### src/hdl/sadc_pkg.sv
// Purpose: Shared constants for the serial converter readout control
// Assumes: Internal clock of 10 MHz (100 ns period)
// Notes: Only CONV_MAX_CYC derives from a time; the other counts are fixed cycle numbers
package sadc_pkg;
    localparam int RES_W = 8;
    localparam int FIFO_DEPTH = 4;
    localparam logic [3:0] EDGES_PER_FRAME = 4'h8;
    localparam logic [3:0] SAMPLE_EDGE = 4'h4;
    localparam logic [5:0] HOLD_CYCLES = 6'h04;
    localparam logic [5:0] CONV_CYCLES = 6'h20;
    localparam logic [5:0] TOTAL_CYCLES = 6'h24;
    localparam int CLK_PERIOD_NS = 100;
    localparam int CONV_MAX_US = 17;
    localparam int CONV_MAX_CYC = (CONV_MAX_US * 1000) / CLK_PERIOD_NS;
    localparam int CYCLE_FAST_US = 22;
    localparam int CYCLE_SLOW_US = 25;
    localparam logic [RES_W-1:0] RESULT_RESET = 8'h00;
    localparam logic [RES_W-1:0] RESULT_FULL = 8'hFF;
    localparam logic [RES_W-1:0] RESULT_ZERO = 8'h00;
    typedef enum logic [3:0] {
        SADC_IDLE = 4'b0001,
        SADC_TRACK = 4'b0010,
        SADC_HOLD = 4'b0100,
        SADC_CONV = 4'b1000
    } sadc_state_e;
endpackage

### src/hdl/sadc_ctrl.sv
// Purpose: Readout and conversion sequencing of a serial-output 8-bit converter
// Assumes: Select and shift clock are asynchronous pins; comparator result is
//          supplied as an 8-bit code with over/under range flags
// Notes: Results pass through a 4-word FIFO; conversion stalls when it is full
`timescale 1ns/1ps
module sadc_ctrl (
    input wire logic i_sys_clk,
    input wire logic i_resetn,
    input wire logic i_sel_n,
    input wire logic i_shift_clk,
    input wire logic [7:0] i_code,
    input wire logic i_over,
    input wire logic i_under,
    output logic o_dout,
    output logic o_dout_oe,
    output logic o_track,
    output logic o_hold,
    output logic o_busy,
    output logic [7:0] o_res_data,
    output logic o_res_valid,
    input wire logic i_res_ready
);
    // Pin synchronisers; first stages read only by second stages
    logic sel_m_q, sel_s_q;
    logic sck_m_q, sck_s_q, sck_p_q;
    logic sel_f_q, sel_f_d;
    logic [1:0] rise_cnt_q, rise_cnt_d;
    logic sel_act_q, sel_act_d;
    logic sel_fall_ev, sck_fall_ev;
    sadc_pkg::sadc_state_e st_q, st_d;
    logic [3:0] edge_cnt_q, edge_cnt_d;
    logic [5:0] cyc_q, cyc_d;
    logic [7:0] result_q, result_d;
    logic [7:0] shreg_q, shreg_d;
    logic dout_q, dout_d, oe_q, oe_d;
    logic track_q, hold_q, busy_q;
    logic [7:0] conv_code;
    logic f_wready, f_push;

    function automatic logic [7:0] clamp_code(input logic [7:0] c, input logic ov,
                                              input logic un);
        if (ov) begin
            clamp_code = sadc_pkg::RESULT_FULL;
        end else if (un) begin
            clamp_code = sadc_pkg::RESULT_ZERO;
        end else begin
            clamp_code = c;
        end
    endfunction

    // Two-flop crossing of both pins, plus a delayed shift clock copy for edges
    always_ff @(posedge i_sys_clk) begin
        if (!i_resetn) begin
            sel_m_q <= 1'b1;
            sel_s_q <= 1'b1;
            sck_m_q <= 1'b0;
            sck_s_q <= 1'b0;
            sck_p_q <= 1'b0;
        end else begin
            sel_m_q <= i_sel_n;
            sel_s_q <= sel_m_q;
            sck_m_q <= i_shift_clk;
            sck_s_q <= sck_m_q;
            sck_p_q <= sck_s_q;
        end
    end

    // Noise filter: a low select must survive two rising edges, then the
    // falling half-cycle, modelled as one more full cycle before acceptance
    always_comb begin
        sel_f_d = sel_f_q;
        rise_cnt_d = rise_cnt_q;
        sel_act_d = 1'b0;
        if (sel_s_q) begin
            rise_cnt_d = 2'h0;
            sel_f_d = 1'b1;
        end else if (sel_f_q) begin
            if (rise_cnt_q == 2'h2) begin
                sel_f_d = 1'b0;
                sel_act_d = 1'b1;
            end else begin
                rise_cnt_d = rise_cnt_q + 2'h1;
            end
        end
    end

    always_ff @(posedge i_sys_clk) begin
        if (!i_resetn) begin
            sel_f_q <= 1'b1;
            rise_cnt_q <= 2'h0;
            sel_act_q <= 1'b0;
        end else begin
            sel_f_q <= sel_f_d;
            rise_cnt_q <= rise_cnt_d;
            sel_act_q <= sel_act_d;
        end
    end

    assign sel_fall_ev = sel_act_q;
    // Shift edges count only while filtered select is low and pin still low
    assign sck_fall_ev = !sel_f_q && !sel_s_q && sck_p_q && !sck_s_q;
    assign conv_code = clamp_code(i_code, i_over, i_under);
    assign f_push = busy_q && !sel_fall_ev && (st_q == sadc_pkg::SADC_CONV)
                    && (cyc_q == sadc_pkg::TOTAL_CYCLES - 6'h01);

    // Sequencer: frame counting, sample, hold and conversion on the
    // internal clock only; the shift clock is merely an edge input
    always_comb begin
        st_d = st_q;
        edge_cnt_d = edge_cnt_q;
        cyc_d = cyc_q;
        result_d = result_q;
        shreg_d = shreg_q;
        dout_d = dout_q;
        oe_d = !sel_s_q && !sel_f_q;
        if (sel_s_q) begin
            dout_d = 1'b0;
        end
        if (sel_fall_ev) begin
            // Recognised select fall aborts any conversion in flight
            st_d = sadc_pkg::SADC_IDLE;
            edge_cnt_d = 4'h0;
            cyc_d = 6'h00;
            shreg_d = result_q;
            dout_d = result_q[7];
        end else if (sck_fall_ev && edge_cnt_q != sadc_pkg::EDGES_PER_FRAME) begin
            edge_cnt_d = edge_cnt_q + 4'h1;
            shreg_d = {shreg_q[6:0], 1'b0};
            dout_d = shreg_q[6];
            if (edge_cnt_q == sadc_pkg::SAMPLE_EDGE - 4'h1) begin
                st_d = sadc_pkg::SADC_TRACK;
            end
            if (edge_cnt_q == sadc_pkg::EDGES_PER_FRAME - 4'h1) begin
                st_d = sadc_pkg::SADC_HOLD;
                cyc_d = 6'h00;
            end
        end else begin
            case (st_q)
                sadc_pkg::SADC_HOLD: begin
                    cyc_d = cyc_q + 6'h01;
                    if (cyc_q == sadc_pkg::HOLD_CYCLES - 6'h01) begin
                        st_d = sadc_pkg::SADC_CONV;
                    end
                end
                sadc_pkg::SADC_CONV: begin
                    // A full FIFO stalls the last cycle rather than drop data
                    if (cyc_q != sadc_pkg::TOTAL_CYCLES - 6'h01) begin
                        cyc_d = cyc_q + 6'h01;
                    end else if (f_wready) begin
                        result_d = conv_code;
                        // Select may stay low across conversions: the next
                        // frame must start from the new result's MSB
                        shreg_d = conv_code;
                        dout_d = sel_s_q ? 1'b0 : conv_code[7];
                        st_d = sadc_pkg::SADC_IDLE;
                        edge_cnt_d = 4'h0;
                        cyc_d = 6'h00;
                    end
                end
                default: begin
                    cyc_d = cyc_q;
                end
            endcase
        end
    end

    always_ff @(posedge i_sys_clk) begin
        if (!i_resetn) begin
            st_q <= sadc_pkg::SADC_IDLE;
            edge_cnt_q <= 4'h0;
            cyc_q <= 6'h00;
            result_q <= sadc_pkg::RESULT_RESET;
            shreg_q <= sadc_pkg::RESULT_RESET;
            dout_q <= 1'b0;
            oe_q <= 1'b0;
            track_q <= 1'b0;
            hold_q <= 1'b0;
            busy_q <= 1'b0;
        end else begin
            st_q <= st_d;
            edge_cnt_q <= edge_cnt_d;
            cyc_q <= cyc_d;
            result_q <= result_d;
            shreg_q <= shreg_d;
            dout_q <= dout_d;
            oe_q <= oe_d;
            track_q <= (st_d == sadc_pkg::SADC_TRACK);
            hold_q <= (st_d == sadc_pkg::SADC_HOLD) || (st_d == sadc_pkg::SADC_CONV);
            busy_q <= (st_d == sadc_pkg::SADC_HOLD) || (st_d == sadc_pkg::SADC_CONV);
        end
    end

    // Result queue; the consumer may stall and so hold conversion at its end
    sadc_fifo #(
        .WIDTH(sadc_pkg::RES_W),
        .DEPTH(sadc_pkg::FIFO_DEPTH)
    ) u_fifo (
        .i_sys_clk(i_sys_clk),
        .i_resetn(i_resetn),
        .i_wdata(conv_code),
        .i_wvalid(f_push),
        .o_wready(f_wready),
        .o_rdata(o_res_data),
        .o_rvalid(o_res_valid),
        .i_rready(i_res_ready)
    );

    assign o_dout = dout_q;
    assign o_dout_oe = oe_q;
    assign o_track = track_q;
    assign o_hold = hold_q;
    assign o_busy = busy_q;

    property p_oe_off_when_high;
        @(posedge i_sys_clk) disable iff (!i_resetn)
        sel_s_q |=> !o_dout_oe;
    endproperty
    a_oe_off_when_high: assert property (p_oe_off_when_high)
        else $error("data output enabled while select high");

    property p_filter_delay;
        @(posedge i_sys_clk) disable iff (!i_resetn)
        $fell(sel_s_q) ##1 !sel_s_q [*2] |-> ##1 sel_act_q;
    endproperty
    a_filter_delay: assert property (p_filter_delay)
        else $error("select fall not recognised after filter");

    property p_no_early_act;
        @(posedge i_sys_clk) disable iff (!i_resetn)
        $fell(sel_s_q) |-> !sel_act_q [*3];
    endproperty
    a_no_early_act: assert property (p_no_early_act)
        else $error("select fall acted on too early");

    property p_msb_first;
        @(posedge i_sys_clk) disable iff (!i_resetn)
        sel_act_q |=> (o_dout == $past(result_q[7]));
    endproperty
    a_msb_first: assert property (p_msb_first)
        else $error("MSB not driven at select fall");

    property p_track_after4;
        @(posedge i_sys_clk) disable iff (!i_resetn)
        (sck_fall_ev && edge_cnt_q == 4'h3 && !sel_fall_ev) |=> o_track;
    endproperty
    a_track_after4: assert property (p_track_after4)
        else $error("sampling not started after fourth edge");

    property p_hold_len;
        @(posedge i_sys_clk) disable iff (!i_resetn)
        (st_q == sadc_pkg::SADC_HOLD && cyc_q == 6'h00 && !sel_fall_ev)
            |-> (st_q == sadc_pkg::SADC_HOLD) [*4] ##1 (st_q == sadc_pkg::SADC_CONV)
            or ##[0:3] sel_fall_ev or ##[0:3] sck_fall_ev;
    endproperty
    a_hold_len: assert property (p_hold_len)
        else $error("hold phase not four cycles");

    property p_abort;
        @(posedge i_sys_clk) disable iff (!i_resetn)
        sel_fall_ev |=> (st_q == sadc_pkg::SADC_IDLE) && (edge_cnt_q == 4'h0);
    endproperty
    a_abort: assert property (p_abort)
        else $error("recognised select fall did not abort");

    property p_clamp;
        @(posedge i_sys_clk) disable iff (!i_resetn)
        (f_push && f_wready && i_over) |=> (result_q == sadc_pkg::RESULT_FULL);
    endproperty
    a_clamp: assert property (p_clamp)
        else $error("over range result not all ones");

    property p_clamp_low;
        @(posedge i_sys_clk) disable iff (!i_resetn)
        (f_push && f_wready && i_under && !i_over) |=> (result_q == sadc_pkg::RESULT_ZERO);
    endproperty
    a_clamp_low: assert property (p_clamp_low)
        else $error("under range result not all zeros");

    property p_extra_edges;
        @(posedge i_sys_clk) disable iff (!i_resetn)
        (sck_fall_ev && edge_cnt_q == sadc_pkg::EDGES_PER_FRAME)
            |=> (edge_cnt_q == sadc_pkg::EDGES_PER_FRAME) || (edge_cnt_q == 4'h0);
    endproperty
    a_extra_edges: assert property (p_extra_edges)
        else $error("shift edge beyond the eighth was counted");

    property p_first_shift;
        @(posedge i_sys_clk) disable iff (!i_resetn)
        (sck_fall_ev && !sel_fall_ev && edge_cnt_q == 4'h0)
            |=> (o_dout == $past(result_q[6]));
    endproperty
    a_first_shift: assert property (p_first_shift)
        else $error("first shift edge did not present the second bit");
endmodule // sadc_ctrl

### src/hdl/sadc_fifo.sv
// Purpose: Small flop-based FIFO with valid/ready on both sides
// Assumes: Single clock, synchronous active-low reset
// Notes: Full and empty are exact; one-slot pointers wrap by index
`timescale 1ns/1ps
module sadc_fifo #(
    parameter int WIDTH = 8,
    parameter int DEPTH = 4
) (
    input wire logic i_sys_clk,
    input wire logic i_resetn,
    input wire logic [WIDTH-1:0] i_wdata,
    input wire logic i_wvalid,
    output logic o_wready,
    output logic [WIDTH-1:0] o_rdata,
    output logic o_rvalid,
    input wire logic i_rready
);
    localparam int AW = $clog2(DEPTH);
    logic [WIDTH-1:0] mem_q [DEPTH];
    logic [WIDTH-1:0] mem_d [DEPTH];
    logic [AW-1:0] wp_q, wp_d, rp_q, rp_d;
    logic [AW:0] cnt_q, cnt_d;
    logic push, pop;

    function automatic logic [AW-1:0] nxt(input logic [AW-1:0] p);
        nxt = (p == AW'(DEPTH - 1)) ? '0 : p + 1'b1;
    endfunction

    // Pointer and storage update; a pop frees a slot only from the next cycle
    always_comb begin
        push = i_wvalid && o_wready;
        pop = o_rvalid && i_rready;
        mem_d = mem_q;
        wp_d = wp_q;
        rp_d = rp_q;
        cnt_d = cnt_q;
        if (push) begin
            mem_d[wp_q] = i_wdata;
            wp_d = nxt(wp_q);
        end
        if (pop) begin
            rp_d = nxt(rp_q);
        end
        if (push && !pop) begin
            cnt_d = cnt_q + 1'b1;
        end else if (pop && !push) begin
            cnt_d = cnt_q - 1'b1;
        end
    end

    always_ff @(posedge i_sys_clk) begin
        if (!i_resetn) begin
            wp_q <= '0;
            rp_q <= '0;
            cnt_q <= '0;
            for (int i = 0; i < DEPTH; i++) begin
                mem_q[i] <= '0;
            end
        end else begin
            wp_q <= wp_d;
            rp_q <= rp_d;
            cnt_q <= cnt_d;
            mem_q <= mem_d;
        end
    end

    // Flags straight from the count
    assign o_wready = (cnt_q != (AW+1)'(DEPTH));
    assign o_rvalid = (cnt_q != '0);
    assign o_rdata = mem_q[rp_q];
endmodule // sadc_fifo

### config.mk
export PLATFORM = sky130hd
export DESIGN_NAME = sadc_ctrl
export DESIGN_NICKNAME = d
export VERILOG_FILES = /design/src/hdl/sadc_pkg.sv /design/src/hdl/sadc_ctrl.sv /design/src/hdl/sadc_fifo.sv
export SDC_FILE = /design/constraint.sdc
export NUM_CORES = 1
export LEC_CHECK = 0
export BUFFER_PORTS_ARGS = -buffer_cell sky130_fd_sc_hd__clkbuf_2
export CAP_MARGIN = 30
export CORE_ASPECT_RATIO = 0.6
export CORE_UTILIZATION = 55
export CTS_BUF_LIST = sky130_fd_sc_hd__clkbuf_8
export CTS_CLUSTER_SIZE = 24
export DETAILED_ROUTE_END_ITERATION = 8
export PLACE_DENSITY_LB_ADDON = 0.3
export SLEW_MARGIN = 20
export SYNTH_ARGS = -nofsm -noshare
export SYNTH_HDL_FRONTEND = slang
export SYNTH_SLANG_ARGS = --single-unit
### constraint.sdc
create_clock -name i_sys_clk -period 4.94 [get_ports i_sys_clk]
set_input_delay 0.494 -clock i_sys_clk [delete_from_list [all_inputs] [get_ports i_sys_clk]]
set_output_delay 0.494 -clock i_sys_clk [all_outputs]
set_load 0.02 [all_outputs]
==> impl_metrics.json, run 1 <==
{
  "period_needed_ns": 3.07,
  "avgSynthCellArea_um2": 9.57,
  "yosysUniqueCellTypes": 56,
  "cts.sinks": 81,
  "initial_core_util_pct": 59.4,
  "async_reset_ff_share_pct": 0,
  "postCtsSetupRepairBufs": 0,
  "max_cap_viol_count": 0,
  "dr_total_vias": 2960,
  "synthMuxAreaShare_pct": 5.83,
  "cts_made_buffers": 9,
  "grt_pass1_vias": 2709,
  "antenna_found_initial": 0,
  "status": "completed",
  "regToRegEndpoint": "u_fifo.cnt_q[2]$_SDFFE_PN0P_",
  "drive_gt1_share_pct": 17.1,
  "clockPowerShare_pct": 41.1,
  "clk_latency_ns": 0.36,
  "wl_um": 8010,
  "routed_via_density": 5.92,
  "die_h_um": 66.2,
  "synthCells": 395,
  "finalSetupViolCount": 0,
  "io_buffers": 28,
  "switching_power_uw": 260,
  "clock-root-buffer": "clkbuf_8",
  "dr.first_iter.drc_count": 214,
  "rows": 22,
  "final_max_slew_viol_count": 0,
  "antenna_left": 0,
  "rr_worst_depth": 9,
  "worst_setup_path_end_kind": "flip-flop",
  "p_comb_share_pct": 2.7,
  "fin_cells": 500,
  "nets": 438,
  "drt-wirelength-per-cell_um": 16.0,
  "h-tree-depth": 3,
  "place_inst": 485,
  "pin_count": 29,
  "cts_buffer_depth": 2,
  "yosys_warnings": 0,
  "ys_ff_latch": 81,
  "grt_usage_pct": 24.9,
  "synth_compound_area_share_pct": 18.5,
  "fmax_mhz": 326,
  "hold_start": "i_sel_n",
  "yosysSeqAreaShare_pct": 42.9,
  "area_growth_pct": 8.11,
  "post-route-period-util_pct": 62.2,
  "hold_class": "in2reg",
  "hold_buffers": 0,
  "critical_path_class": "reg2reg",
  "relSlewSlack_pct": 39.5,
  "gp_congestion": 0.825,
  "synth_xor_area_share_pct": 0.927,
  "final_util_pct": 64.2,
  "syn_area_um2": 3780,
  "synth_fa_ha_area_share_pct": 3.84,
  "synth_top_family_by_area": "simple AND/OR/NAND/NOR gates",
  "worst_pin_slew_ns": 0.906,
  "whs_path_depth": 2,
  "grt.overflow.total": 0,
  "grt_max_degree": 54,
  "diodes": 0,
  "swShare_pct": 22.3,
  "fp.dieW_um": 109,
  "totalNegativeSetupSlack_ns": 0,
  "synthSimpleGateAreaFrac_pct": 23.0,
  "path_max_fanout": 17,
  "vdd_drop_max_mv": 0.175,
  "syn-num-nets": 421,
  "synthFlopType": "dfxtp_1",
  "cts_tree": "done",
  "core_um2": 6360,
  "place_hpwl_um": 5710,
  "powerDensity_nw_per_um2": 285,
  "p_leak_nw": 1.43,
  "cts-resized-gates": 0,
  "cp.arrival_ns": 3.35,
  "rr_startpoint": "sel_act_q$_SDFF_PP0_",
  "dr.pass1.iters": 4,
  "drc": 0,
  "p_int_uw": 905,
  "grt_pass1_wl_um": 13500,
  "clk_pin_slew_ns": 0.07,
  "total_power_mw": 1.17,
  "power_frac_seq_pct": 56.2,
  "fp.dieArea_um2": 7220,
  "critPathLaunchType": "flip-flop",
  "rrSetupSlack_ns": 1.87,
  "cp.required_ns": 5.22,
  "finalClockSkew_ns": 0.00911,
  "finalHoldViolCount": 0,
  "grt_setup_unrepaired": "false",
  "hold_end": "sel_m_q$_SDFF_PN1_",
  "synth_edf_count": 0
}
==> power groups by stage <==
| stage | combinational (mW) | clock, mW | sequential, mW |
|---|---|---|---|
| 6_report | 0.0317 | 0.479 | 0.655 |
| 5_1_grt | 0.0348 | 0.518 | 0.656 |
| 4_1_cts | 0.0315 | 0.490 | 0.655 |
| 3_5_place_dp | 0.0314 | 0 | 0.671 |
| 3_3_place_gp | 0.0305 | 0 | 0.671 |
| 2_1_floorplan | 0.0193 | 0 | 0.670 |
==> stage by stage <==
stage	worst slack (ns)	area [µm²]	hold slack (ns)
finish	1.87	4090	0.333
global route	1.66	4090	0.333
CTS	1.85	4090	0.321
detailed placement	1.89	3890	0.396
global placement	2.08	3890	0.395
floorplan	2.25	3780	0.386
==> critical path, cell delays in order, from the launching register on <==
cell and delay [ns]:
dfxtp_1 0.45, inv_1 0.41, nand3_1 0.42, nor2_1 0.39, ha_1 0.25, inv_1 0.06
fa_1 0.38, xor2_1 0.18, or3_1 0.31, a21oi_1 0.14
==> cells by family after synthesis <==
family          count (synthesis)
simple gates                  148
compound gates                102
flops                          81
buf+inv                        37
mux                            12
fa+ha+maj                      11
xor+xnor                        4
==> per-layer routing <==
metal / part of all wire (%) / GRT usage, %
met4: 0.76 / 5.91
met2: 43 / 35.9
met3: 5.6 / 8.08
met5: 0 / 0
met1: 51 / 35.8
==> worst max path at each step <==
stage	cells past startpoint	end	slack, ns	startpoint
after detailed placement	9	u_fifo.cnt_q[2]$_SDFFE_PN0P_	1.89	sel_act_q$_SDFF_PP0_
final	9	u_fifo.cnt_q[2]$_SDFFE_PN0P_	1.87	sel_act_q$_SDFF_PP0_
after CTS	9	u_fifo.cnt_q[2]$_SDFFE_PN0P_	1.85	sel_act_q$_SDFF_PP0_
after floorplan	10	u_fifo.cnt_q[2]$_SDFFE_PN0P_	2.25	cyc_q[0]$_SDFFE_PP0P_
after global placement	9	u_fifo.cnt_q[2]$_SDFFE_PN0P_	2.08	sel_act_q$_SDFF_PP0_
after global routing	9	u_fifo.cnt_q[2]$_SDFFE_PN0P_	1.66	sel_act_q$_SDFF_PP0_
==> cells in the final DEF (no fill, tap or decap), drive strengths merged, types with 2 or more instances in the layout <==
cell | netlist | final
xor2 | 3 | 3
clkinvlp | 0 | 2
nor2b | 2 | 2
inv | 15 | 16
nand2 | 13 | 13
and3 | 10 | 10
o21ai | 15 | 15
nand3b | 4 | 4
mux4 | 8 | 8
or3b | 2 | 2
nor2 | 62 | 62
a211oi | 45 | 45
nor3 | 16 | 16
mux2i | 4 | 4
clkbuf | 12 | 38
nand2b | 4 | 4
dfxtp | 81 | 81
o211ai | 3 | 3
a21oi | 27 | 27
nand3 | 12 | 12
ha | 10 | 10
or2 | 2 | 2
or3 | 3 | 3
nor4b | 4 | 4
and2 | 4 | 4
nor4 | 3 | 3
or4b | 2 | 2
a22oi | 4 | 4
==> sequential cells by signal, indices dropped and copies added (netlist names), 2 cells and up <==
| name | count |
|---|---|
| cyc_q | 6 |
| edge_cnt_q | 4 |
| result_q | 8 |
| rise_cnt_q | 2 |
| shreg_q | 7 |
| st_q | 4 |
| u_fifo.cnt_q | 3 |
| u_fifo.mem_q | 32 |
| u_fifo.rp_q | 2 |
| u_fifo.wp_q | 2 |
==> area by class of cell <==
| cell class | count | area, µm² |
|---|---|---|
| clock buffer | 10 | 138 |
| clock inverter | 5 | 57.6 |
| fill | 518 | 2270 |
| inverter | 15 | 56.3 |
| multi-input combinational | 277 | 1970 |
| sequential | 81 | 1620 |
| tap | 84 | 105 |
| timing repair buffer | 28 | 140 |
==> cell usage after synthesis (10+ instances only) <==
| cell | number | share of area (%) |
|---|---|---|
| and3_1 | 10 | 1.7 |
| nand3_1 | 11 | 1.5 |
| o21ai_0 | 14 | 1.9 |
| clkbuf_1 | 12 | 1.2 |
| ha_1 | 10 | 3.3 |
| nor2_1 | 60 | 6.0 |
| a211oi_1 | 42 | 8.3 |
| a21oi_1 | 27 | 3.6 |
| nor3_1 | 11 | 1.5 |
| inv_1 | 14 | 1.4 |
| dfxtp_1 | 81 | 43 |
| nand2_1 | 13 | 1.3 |
No activity file was read; power rests on OpenSTA's default activity.
==> run 2: changes to the inputs <==
==> constraint.sdc (replaced) <==
create_clock -name i_sys_clk -period 3.22 [get_ports i_sys_clk]
set_input_delay 0.322 -clock i_sys_clk [delete_from_list [all_inputs] [get_ports i_sys_clk]]
set_output_delay 0.322 -clock i_sys_clk [all_outputs]
set_load 0.02 [all_outputs]
==> impl_metrics.json, run 2 (synthesis results as in run 1) <==
{
  "layout_common_cells": "dfxtp_1, nor2_1, a211oi_1",
  "drt-wirelength-per-cell_um": 16.0,
  "drive_gt1_share_pct": 18.2,
  "fp.dieW_um": 109,
  "grt_pass1_wl_um": 13600,
  "area_growth_pct": 8.51,
  "totalNegativeSetupSlack_ns": 0,
  "vdd_drop_max_mv": 0.323,
  "cts_buffer_depth": 2,
  "path_buf_inv": 1,
  "finalHoldViolCount": 0,
  "cp.arrival_ns": 3.04,
  "grt_pass1_vias": 2714,
  "place_hpwl_um": 5710,
  "pre_cts_slack_ns": 0.474,
  "h-tree-depth": 3,
  "layout_commonest_cell": "dfxtp_1",
  "routed_via_density": 5.92,
  "fp.dieArea_um2": 7220,
  "antenna_found_initial": 0,
  "cts-resized-gates": 0,
  "hold_ws_ns": 0.138,
  "rrSetupSlack_ns": 0.46,
  "finalSetupViolCount": 0,
  "diodes": 0,
  "wl_um": 8120,
  "cp.required_ns": 3.50,
  "nets": 443,
  "io_buffers": 28,
  "regToRegEndpoint": "u_fifo.cnt_q[2]$_SDFFE_PN0P_",
  "dr_total_vias": 2995,
  "pin_count": 29,
  "hold_start": "i_sel_n",
  "clock-root-buffer": "clkbuf_8",
  "hold_end": "sel_m_q$_SDFF_PN1_",
  "relSlewSlack_pct": 38.5,
  "grt_max_degree": 54,
  "crit_top_cell": "ha_1",
  "hold_buffers": 0,
  "gp_congestion": 0.820,
  "fmax_mhz": 362,
  "grt.overflow.total": 0,
  "clk_pin_slew_ns": 0.08,
  "drc": 0,
  "rows": 22,
  "final_max_slew_viol_count": 0,
  "top_regs": "u_fifo.mem_q (32), result_q (8), shreg_q (7)",
  "max_cap_viol_count": 0,
  "nFillCells": 541,
  "worstPathCellList": "ha_1 -> nor4b_4 -> nand3_4 -> nor2_1 -> ha_1 -> inv_1 -> fa_1 -> xor2_1 -> or3_1 -> a21oi_1",
  "critPathLaunchType": "flip-flop",
  "cts.sinks": 81,
  "largest_register_ffs": 32,
  "clk_latency_ns": 0.36,
  "fin_cells": 506,
  "critical_path_class": "reg2reg",
  "cts_made_buffers": 9,
  "status": "completed",
  "period_needed_ns": 2.76,
  "grt_usage_pct": 25.3,
  "die_h_um": 66.2,
  "initial_core_util_pct": 59.4,
  "rr_worst_depth": 10,
  "dr.first_iter.drc_count": 254,
  "slowest_stage": "nor4b_4",
  "powerDensity_nw_per_um2": 418,
  "p_leak_nw": 1.45,
  "startpoint": "cyc_q[0]$_SDFFE_PP0P_",
  "finalClockSkew_ns": 0.00733,
  "core_um2": 6360,
  "post-route-period-util_pct": 85.7,
  "whs_path_depth": 2,
  "worst_pin_slew_ns": 0.922,
  "critPathMaxStageDelay_ns": 0.41,
  "regMostFlops": "u_fifo.mem_q",
  "antenna_left": 0,
  "path_max_fanout": 6,
  "postCtsSetupRepairBufs": 0,
  "grt_setup_unrepaired": "false",
  "rr_startpoint": "cyc_q[0]$_SDFFE_PP0P_",
  "cp_top_family": "simple AND/OR/NAND/NOR gates",
  "worst_setup_path_end_kind": "flip-flop",
  "cts_tree": "done",
  "setup_ws_ns": 0.459,
  "hold_class": "in2reg",
  "place_inst": 490,
  "dr.pass1.iters": 5
}
==> run 2: changes by cell type in the layout (fill, tap and decap cells not counted) <==
cell / before / now
buf_4: 0 / 5
bufinv_16: 1 / 0
clkinv_2: 0 / 3
clkinvlp_4: 2 / 1
==> run 2: worst reg2reg max path, delay by kind of cell (launching register included) <==
family / cells / cell delay (ns)
xor+xnor: 1 / 0.17
buf+inv: 1 / 0.06
simple gates: 4 / 1.08
flops: 1 / 0.37
fa+ha+maj: 3 / 0.87
compound gates: 1 / 0.14
==> run 2: layout make-up <==
| class | count | area [µm²] | share of cell area (%) |
|---|---|---|---|
| multi-input cells | 277 | 1970 | 48.0 |
| flip-flops and latches | 81 | 1620 | 39.5 |
| repair buffers | 33 | 178 | 4.33 |
| clock buffers | 10 | 138 | 3.36 |
| well taps | 84 | 105 | 2.56 |
| inverters | 15 | 56.3 | 1.37 |
| clock inverters | 6 | 35.0 | 0.854 |
==> run 2: metrics by stage <==
stage	instance area [µm²]	util (%)	total power [mW]
2_1_floorplan	3780	-	1.06
4_1_cts	4100	64.5	1.72
3_3_place_gp	3930	61.8	1.08
5_1_grt	4100	64.5	1.77
3_5_place_dp	3930	61.8	1.08
6_report	4100	64.5	1.71
==> run 2: layer usage <==
layer	vias up	track usage [%]	share of wire, %
met5	-	0	0
met4	0	8.45	1.1
met3	10	7.09	5.6
met2	73	35.1	41
met1	1423	37.2	52
li1	1489	-	-
==> run 2: report_power, final <==
part	switching, mW	internal, mW	leakage (nW)	total [mW]
Combinational	0.0363	0.0119	0.701	0.0482
Clock	0.365	0.295	0.0932	0.660
Sequential	0.00155	1.00	0.653	1.01
Total	0.403	1.31	1.45	1.71
==> run 2: worst max path at each step <==
stage                                         to  slack [ns]  cells after the start
floorplan           u_fifo.cnt_q[2]$_SDFFE_PN0P_        0.53                     10
global route        u_fifo.cnt_q[2]$_SDFFE_PN0P_        0.23                     10
finish              u_fifo.cnt_q[2]$_SDFFE_PN0P_        0.46                     10
detailed placement  u_fifo.cnt_q[2]$_SDFFE_PN0P_        0.47                     10
CTS                 u_fifo.cnt_q[2]$_SDFFE_PN0P_        0.46                     10
global placement    u_fifo.cnt_q[2]$_SDFFE_PN0P_        0.55                     10
